$ cat config.mk
export PLATFORM = sky130hd
export DESIGN_NAME = cps_sequencer
export DESIGN_NICKNAME = d
export VERILOG_FILES = /design/src/rtl/cps_pkg.sv /design/src/rtl/cps_sequencer.sv
export SDC_FILE = /design/constraint.sdc
export NUM_CORES = 1
export LEC_CHECK = 0
export BUFFER_PORTS_ARGS = -buffer_cell sky130_fd_sc_hd__buf_2
export CAP_MARGIN = 20
export CORE_MARGIN = 2
export CORE_UTILIZATION = 48
export CTS_BUF_LIST = sky130_fd_sc_hd__clkbuf_8
export DETAILED_ROUTE_END_ITERATION = 6
export GPL_TIMING_DRIVEN = 0
export PLACE_DENSITY = 0.7
export SYNTH_ARGS = -nofsm -noshare
export SYNTH_HDL_FRONTEND = slang
export SYNTH_SLANG_ARGS = --single-unit
$ cat constraint.sdc
create_clock -name clk_i -period 6.1 [get_ports clk_i]
set_clock_uncertainty 0.2 [all_clocks]
set_input_delay 1.22 -clock clk_i [delete_from_list [all_inputs] [get_ports clk_i]]
set_output_delay 1.22 -clock clk_i [all_outputs]
set_load 0.1 [all_outputs]
$ cat src/rtl/cps_pkg.sv
// Constants, types and state layout of the power-path sequencer.
// Assumes a single 10 MHz clock and comparator levels from the analog die.
package cps_pkg;

  // ---------------------------------------------------------------
  // Timing
  // ---------------------------------------------------------------
  localparam int CLK_KHZ    = 10000;
  localparam int DETECT_MS  = 700;
  localparam int INRUSH_MS  = 10;
  localparam int STEP_MS    = 1;
  localparam int DEAD_US    = 10;
  localparam int SW_KHZ     = 300;
  localparam int REFRESH_NS = 80;
  localparam int DEAD_CYC   = (DEAD_US * CLK_KHZ + 999) / 1000;
  localparam int PWM_PERIOD = CLK_KHZ / SW_KHZ;
  localparam int REFRESH_CYC = (REFRESH_NS * CLK_KHZ + 999999) / 1000000;
  localparam int BOOT_LIMIT = 3;
  localparam int SS_STEPS   = 8;
  localparam int SS_SHIFT   = 3;

  // ---------------------------------------------------------------
  // Register map
  // ---------------------------------------------------------------
  localparam logic [7:0] ADR_CTRL   = 8'h00;
  localparam logic [7:0] ADR_STATUS = 8'h04;
  localparam logic [7:0] RST_TARGET = 8'h00;
  localparam logic [7:0] RST_DUTY   = 8'h00;

  typedef struct packed {
    logic supply_ok;    // Supply above 4 V
    logic sense_bias;   // Adapter sense above 0.6 V
    logic sense_valid;  // Adapter sense above 2.4 V
    logic node_185;     // Adapter node above pack + 185 mV
    logic node_285;     // Adapter node above pack + 285 mV
    logic ovp;          // Overvoltage threshold input above 3.1 V
    logic hot_shut;     // Thermal shutdown
    logic therm_ok;     // Thermistor in window
    logic ref_ok;       // Ratio reference above 2.4 V
    logic cell_low;     // Pack below 2.9 V per cell
    logic boot_low;     // Bootstrap minus switch node below 4 V
    logic chg_en_n;     // Host charge enable, active low
    logic learn;        // Host learn request
  } cps_cmp_s;

  typedef enum logic [1:0] {
    SEL_PACK    = 2'b00,
    SEL_TO_AD   = 2'b01,
    SEL_ADAPTER = 2'b10,
    SEL_TO_PACK = 2'b11
  } cps_sel_e;

  typedef struct packed {
    cps_cmp_s    sync1;
    cps_cmp_s    sync2;
    logic [22:0] det_cnt;
    cps_sel_e    sel;
    logic [7:0]  dead;
    logic        pack_on;
    logic        ad_on;
    logic        bias_partial;
    logic        bias_full;
    logic        gate_reg;
    logic        imon_en;
    logic        good;
    logic        charging;
    logic [3:0]  step;
    logic [13:0] step_cnt;
    logic [7:0]  target;
    logic [5:0]  pwm_cnt;
    logic [1:0]  boot_cnt;
    logic [3:0]  refresh;
    logic        hs;
    logic        ls;
    logic [7:0]  prog;
    logic [7:0]  duty;
    logic        ack;
    logic [31:0] rdat;
  } cps_state_s;

endpackage : cps_pkg

$ cat src/rtl/cps_sequencer.sv
// Charger power-path sequencer: detection, selector, soft start, PWM.
// Assumes comparator levels arrive asynchronously and a Wishbone master.
//
// Behaviour
// - Before adapter detection, pack switch on and adapter switch off.
// - Supply below 4 V keeps every function disabled.
// - Sense below 0.6 V: partial bias, drives only, current monitor grounded.
// - Sense above 0.6 V: full bias, reference, regulator when enabled.
// - Sense above 2.4 V for 700 ms raises adapter good.
// - Charging only when every qualification condition holds.
// - Pack disconnected before adapter connected; never both on.
// - Changeover after 700 ms and only with 285 mV headroom.
// - Both switches off 10 us before adapter switch turns on.
// - Adapter state: pack drive off, adapter drive on.
// - Removal waits for headroom loss, then 10 us dead time.
// - Learn low: default adapter-dependent selector states.
// - Learn high stops charging and, unless the pack is below 2.9 V per cell, forces pack on, adapter off.
// - Learn with pack below 2.9 V per cell reconnects the adapter.
// - Charge target ramps in 8 equal steps of 1 ms.
// - Buck switches at a fixed 303 kHz (33 clock cycles per period).
// - Duty from zero up to full-on requests.
// - Bootstrap low at 4 consecutive switching period ends forces a low-side refresh pulse.
// - Overvoltage disables charge, selects pack, not latched.
// - Pack recovery during learn reconnects the pack.
module cps_sequencer
  import cps_pkg::*;
#(
  parameter int DETECT_CYC = DETECT_MS * CLK_KHZ,
  parameter int INRUSH_CYC = INRUSH_MS * CLK_KHZ,
  parameter int STEP_CYC   = STEP_MS * CLK_KHZ
) (
  input  wire logic          clk_i,       // 10 MHz clock
  input  wire logic          rst_i,       // Sync reset, high
  input  wire cps_pkg::cps_cmp_s cmp_i,   // Async comparator levels
  input  wire logic          wb_cyc_i,    // Bus cycle
  input  wire logic          wb_stb_i,    // Bus strobe
  input  wire logic          wb_we_i,     // Write enable
  input  wire logic [7:0]    wb_adr_i,    // Byte address
  input  wire logic [3:0]    wb_sel_i,    // Byte enables
  input  wire logic [31:0]   wb_dat_i,    // Write data
  output logic [31:0]        wb_dat_o,    // Read data
  output logic               wb_ack_o,    // Acknowledge
  output logic               pack_gate_drive_o,    // Pack switch on
  output logic               adapter_gate_drive_o, // Adapter switch on
  output logic               bias_partial_o,       // Crude bias up
  output logic               bias_full_o,          // Full bias, reference
  output logic               gate_driver_reg_o,    // Regulator on
  output logic               input_current_mon_o,  // Monitor valid
  output logic               adapter_good_o,       // Adapter good
  output logic               charge_en_o,          // Charging active
  output logic [7:0]         charge_target_o,      // Soft-start target
  output logic               high_side_o,          // High-side gate
  output logic               low_side_o            // Low-side gate
);
  import cps_pkg::*;

  // ---------------------------------------------------------------
  // Derived constants
  // ---------------------------------------------------------------
  localparam logic [22:0] DET_LIM  = 23'(DETECT_CYC);
  localparam logic [22:0] QUAL_LIM = 23'(DETECT_CYC + INRUSH_CYC);
  localparam logic [7:0]  DEAD_LAST = 8'(DEAD_CYC - 1);
  localparam logic [13:0] STEP_LAST = 14'(STEP_CYC - 1);
  localparam logic [5:0]  PWM_LAST  = 6'(PWM_PERIOD - 1);
  localparam logic [7:0]  PWM_FULL  = 8'(PWM_PERIOD);
  localparam logic [3:0]  REF_LEN   = 4'(REFRESH_CYC);
  localparam logic [1:0]  BOOT_LAST = 2'(BOOT_LIMIT);
  localparam logic [3:0]  STEP_TOP  = 4'(SS_STEPS);
  localparam int          OVP_BOUND = 4;

  cps_state_s  s;
  cps_state_s  n;
  cps_cmp_s    c;
  logic        powered;
  logic        sensed;
  logic        valid;
  logic        det_done;
  logic        qual_done;
  logic        learn_hold;
  logic        to_adapter;
  logic        leave_ad;
  logic        chg_ok;
  logic        wrap;
  logic        bus_req;
  logic [11:0] prod;

  // ---------------------------------------------------------------
  // Next state
  // ---------------------------------------------------------------
  always_comb begin
    n = s;
    // Second stage alone reads the first stage
    n.sync1 = cmp_i;
    n.sync2 = s.sync1;
    c = s.sync2;
    powered = c.supply_ok;
    sensed = powered && c.sense_bias;
    valid = sensed && c.sense_valid;
    det_done = s.det_cnt >= DET_LIM;
    qual_done = s.det_cnt >= QUAL_LIM;

    // Detection timer restarts whenever the adapter looks invalid
    if (!valid) begin
      n.det_cnt = '0;
    end else if (!qual_done) begin
      n.det_cnt = s.det_cnt + 23'h000001;
    end

    // Learn holds the pack unless the pack is depleted
    learn_hold = c.learn && !c.cell_low;
    to_adapter = det_done && c.node_285 && !c.ovp
                 && !learn_hold;
    leave_ad = c.ovp || learn_hold
               || (!det_done && !c.node_285);

    unique case (s.sel)
      SEL_PACK: begin
        if (to_adapter) begin
          n.sel = SEL_TO_AD;
          n.dead = '0;
        end
      end
      SEL_TO_AD: begin
        if (!to_adapter) begin
          n.sel = SEL_PACK;
        end else if (s.dead == DEAD_LAST) begin
          n.sel = SEL_ADAPTER;
        end else begin
          n.dead = s.dead + 8'h01;
        end
      end
      SEL_ADAPTER: begin
        if (leave_ad) begin
          n.sel = SEL_TO_PACK;
          n.dead = '0;
        end
      end
      SEL_TO_PACK: begin
        if (s.dead == DEAD_LAST) begin
          n.sel = SEL_PACK;
        end else begin
          n.dead = s.dead + 8'h01;
        end
      end
    endcase
    if (!powered) begin
      n.sel = SEL_PACK;
      n.dead = '0;
    end

    // Gate drives decode the next selector state, both held off without supply
    n.pack_on = powered && (n.sel == SEL_PACK);
    n.ad_on = powered && (n.sel == SEL_ADAPTER);

    // Bias tiers
    n.bias_partial = powered;
    n.bias_full = sensed;
    n.gate_reg = sensed && !c.chg_en_n;
    n.imon_en = sensed;
    n.good = valid && det_done;

    // Charge qualification
    chg_ok = !c.chg_en_n && powered && valid && c.node_185
             && !c.ovp && qual_done && !c.hot_shut && c.therm_ok
             && c.ref_ok && !c.learn;

    // Soft start restarts on every enable
    if (!chg_ok) begin
      n.charging = 1'b0;
      n.step = '0;
      n.step_cnt = '0;
    end else if (!s.charging) begin
      n.charging = 1'b1;
      n.step = 4'h1;
      n.step_cnt = '0;
    end else if (s.step != STEP_TOP) begin
      if (s.step_cnt == STEP_LAST) begin
        n.step = s.step + 4'h1;
        n.step_cnt = '0;
      end else begin
        n.step_cnt = s.step_cnt + 14'h0001;
      end
    end
    prod = {4'h0, s.prog} * {8'h00, n.step};
    n.target = prod[SS_SHIFT +: 8];

    // PWM runs only while charging; counter gives the fixed rate
    wrap = s.pwm_cnt == PWM_LAST;
    if (!n.charging) begin
      n.pwm_cnt = '0;
      n.boot_cnt = '0;
      n.refresh = '0;
      n.hs = 1'b0;
      n.ls = 1'b0;
    end else begin
      n.pwm_cnt = wrap ? 6'h00 : s.pwm_cnt + 6'h01;
      if (s.refresh != 4'h0) begin
        n.refresh = s.refresh - 4'h1;
      end
      if (wrap) begin
        if (!c.boot_low) begin
          n.boot_cnt = '0;
        end else if (s.boot_cnt == BOOT_LAST) begin
          n.boot_cnt = '0;
          n.refresh = REF_LEN;
        end else begin
          n.boot_cnt = s.boot_cnt + 2'h1;
        end
      end
      // Full-on when the request reaches the period
      n.hs = (s.duty >= PWM_FULL)
             || ({2'b00, n.pwm_cnt} < s.duty);
      if (n.refresh != 4'h0) begin
        n.hs = 1'b0;
      end
      n.ls = !n.hs;
    end

    // Wishbone slave, one wait state, ack dropped after one cycle
    bus_req = wb_cyc_i && wb_stb_i && !s.ack;
    n.ack = bus_req;
    n.rdat = '0;
    if (bus_req) begin
      if (wb_adr_i == ADR_CTRL) begin
        n.rdat = {16'h0000, s.duty, s.prog};
        if (wb_we_i && wb_sel_i[0]) begin
          n.prog = wb_dat_i[7:0];
        end
        if (wb_we_i && wb_sel_i[1]) begin
          n.duty = wb_dat_i[15:8];
        end
      end else if (wb_adr_i == ADR_STATUS) begin
        n.rdat = {16'h0000, s.target, s.step, s.sel,
                  s.good, s.charging};
      end
    end
  end

  // ---------------------------------------------------------------
  // State register
  // ---------------------------------------------------------------
  always_ff @(posedge clk_i) begin
    if (rst_i) begin
      s <= '0;
      s.prog <= RST_TARGET;
      s.duty <= RST_DUTY;
      s.sel <= SEL_PACK;
    end else begin
      s <= n;
    end
  end

  assign wb_dat_o             = s.rdat;
  assign wb_ack_o             = s.ack;
  assign pack_gate_drive_o    = s.pack_on;
  assign adapter_gate_drive_o = s.ad_on;
  assign bias_partial_o       = s.bias_partial;
  assign bias_full_o          = s.bias_full;
  assign gate_driver_reg_o    = s.gate_reg;
  assign input_current_mon_o  = s.imon_en;
  assign adapter_good_o       = s.good;
  assign charge_en_o          = s.charging;
  assign charge_target_o      = s.target;
  assign high_side_o          = s.hs;
  assign low_side_o           = s.ls;
endmodule : cps_sequencer

==> impl_metrics.tcl <==
set metrics [dict create \
    outcome "finished clean" \
    drcViolationCount 0 \
    fp.coreArea_sq_um 13900 \
    rsz0062_at_grt "no" \
    insertion_delay_ps 460 \
    finalSetupViolations 0 \
    layout-area-overhead-vs-synth_pct 15.5 \
    fin_nets 983 \
    worst_pin_slew_ps 748 \
    syn-cell-area_sq_um 6840 \
    grt.busiest_layer "met2" \
    cts_root_buf "clkbuf_8" \
    start_kind "flop" \
    routedWlPerCell_um 12.9 \
    crit_type "reg -> reg" \
    ir_drop_uv 168 \
    synthCells 772 \
    timing.final.ws_setup_ps 839 \
    layout_worst_path_cycle_share_pct 86.3 \
    grt_use_met2_pct 31.4 \
    die_h_um 123 \
    ctsHoldBuffers 0 \
    ctsResizeCount 0 \
    post-cts-setup-buffer-count 0 \
    gp_congestion 0.847 \
    cp_cell_sequence "ha_1, and4bb_2, nand4_1, or3_1, and2_1, nor2_1, nand2_1, fa_1, inv_1, fa_1, fa_1, a21o_1, a21oi_1, o21bai_1, a21oi_1, o21ai_0, xnor2_1, nor2_1" \
    synth_compound_area_share_pct 8.32 \
    cp_slowest_cell "fa_1" \
    clock_sinks 139 \
    synth_edf_count 0 \
    port_buffers 76 \
    mostFrequentLayoutCells "139 x dfxtp_1, 105 x nor2_1, 78 x buf_2" \
    p_leak_nw 3.38 \
    synth-main-ff-cell "dfxtp_1" \
    synth-simple-area-share_pct 23.9 \
    vias_per_cell 4.97 \
    async_flop_share_pct 0 \
    setup_tns_ps 0 \
    synth.avg_cell_area_sq_um 8.86 \
    grt_max_degree 17 \
    cts-buffers-inserted 17 \
    cp_max_fo 7 \
    grt_pass1_vias 4786 \
    r2r_cells 18 \
    grt_use_met3_pct 4.66 \
    drive_above_1_share_pct 18.8 \
    cts_tree "yes" \
    maxCapViolations 0 \
    synth_adder_area_share_pct 8.45 \
    slew_headroom_pct 50.2 \
    cts.path.max_buffers 2 \
    htreeDepth 4 \
    dieArea_sq_um 15200 \
    end_kind "flop" \
    required_ps 6230 \
    fmax_mhz 190 \
    overflow 0 \
    vias 5339 \
    min_period_ps 5260 \
    hold_class "reg -> reg" \
    grt_pass1_wl_mm 22.6 \
    fp.dieW_um 123 \
    path_clk_slew_ps 80 \
    start_util_pct 49.3 \
    use_met1_pct 24.4 \
    final_util_pct 56.9 \
    yosys.area_share.xor_xnor_pct 5.12 \
    holdPathStages 1 \
    timing.hold.ws_ps 225 \
    pre_cts_ws_ps 879 \
    ys_seq_elements 139 \
    powerDensity_nw_per_um2 221 \
    final_common_cell "dfxtp_1" \
    antenna_found_initial 0 \
    dr.first_iter.drc_count 264 \
    finalMaxSlewViolations 0 \
    hpwl_mm 10.5 \
    diodes 0 \
    synth.area.mux_share_pct 5.12 \
    finalHoldViolCount 0 \
    cpMostUsedCell "fa_1" \
    cp.arrival_ps 5400 \
    drt-total-wl_mm 13.9 \
    critical_path.max_stage_delay_ps 550 \
    ant_nets 0 \
    ys_warn_count 0 \
    ys_seq_area_share_pct 40.7 \
    rows 43 \
    yosys.cell_types.count 60 \
    drtPass1Iterations 4 \
    synth_top_family_by_area "simple AND/OR/NAND/NOR gates" \
    grt_use_total_pct 19.3 \
    io_pins 113 \
]
[power by group]
part | internal, mW | switching, mW | total [mW]
Clock | 0.392 | 0.345 | 0.736
Combinational | 0.0256 | 0.0681 | 0.0937
Sequential | 0.916 | 0.00256 | 0.918
Total | 1.33 | 0.416 | 1.75
[worst paths after layout]
path                           start                            end  slack, ps
setup / recovery  s[72]$_SDFFE_PP0N_  charge_target_o[7]$_SDFF_PP0_        840
hold / removal       c[1]$_SDFF_PP0_   gate_driver_reg_o$_SDFF_PP0_        220
setup reg to reg  s[72]$_SDFFE_PP0N_  charge_target_o[7]$_SDFF_PP0_        840
hold reg to reg      c[1]$_SDFF_PP0_   gate_driver_reg_o$_SDFF_PP0_        220
[final cells by class]
cell class	instances	area [sq um]
inverters	45	169
clock buffers	20	275
flip-flops and latches	139	2780
multi-input cells	542	3540
clock inverters	11	120
well taps	180	225
plain buffers	61	400
fillers	1262	5980
repair buffers	76	380
[layer usage]
| layer | vias to the layer above | wire length, um |
|---|---|---|
| li1 | 2759 | - |
| met5 | - | 0 |
| met4 | 0 | 269 |
| met1 | 2447 | 6460 |
| met3 | 16 | 576 |
| met2 | 117 | 6560 |
[critical path, delay by kind of cell, from the launching register on]
kind | cells | cell delay [ps]
buffers and inverters | 1 | 50
adders and majority gates | 4 | 1740
xor gates and xnor gates | 1 | 150
DFF | 1 | 370
and+or+nand+nor | 7 | 1710
AOI/OAI and AO/OA | 5 | 910
[cells in the mapped netlist, drive strengths merged (2+ instances only)]
cell type,number,area (sq um)
nor2,105,394
nor4,5,31.3
o22ai,3,25.0
xor2,16,140
or3,13,86.3
o21bai,2,15.0
nor2b,31,194
a31oi,2,12.5
dfxtp,139,2780
clkbuf,15,56.3
mux2i,35,350
nor4b,2,17.5
a21o,2,15.0
and4,3,26.3
ha,27,338
and3,7,43.8
or2,2,12.5
xnor2,24,210
nor3b,2,15.0
and4bb,2,25.0
nand2,57,214
fa,12,240
buf,46,344
o21ai,18,105
a211oi,8,60.1
o211ai,2,15.0
nand2b,7,43.8
nand3b,4,30.0
o32ai,4,35.0
nor3,16,80.1
a21oi,34,178
inv,45,169
or3b,2,17.5
and2,26,163
nand3,26,130
nand4,13,81.3
[cells by family (layout without fill, tap and decap cells)]
family                     count (synthesis)  count (layout)
and+or+nand+nor                          326             326
DFF                                      139             139
buffers and inverters                    106             213
AOI/OAI and AO/OA                         86              86
xor gates and xnor gates                  40              40
adders and majority gates                 39              39
muxes                                     35              35
other                                      1              16
[sequential cells by signal, indices dropped and copies added (netlist names)]
signal / cells
s: 79
adapter_gate_drive_o: 1
n: 13
high_side_o: 1
charge_target_o: 8
adapter_good_o: 1
low_side_o: 1
gate_driver_reg_o: 1
charge_en_o: 1
c: 12
wb_dat_o: 16
powered: 1
bias_partial_o: 1
wb_ack_o: 1
input_current_mon_o: 1
pack_gate_drive_o: 1
[metrics by stage]
stage	instance area (sq um)	cells	total power, mW
6_report	7900	1074	1.75
4_1_cts	7900	1074	1.77
5_1_grt	7900	1074	1.81
3_5_place_dp	7500	1043	1.03
2_1_floorplan	6900	787	1.01
3_3_place_gp	7500	1043	1.03
(Power assumes the default switching activity.)
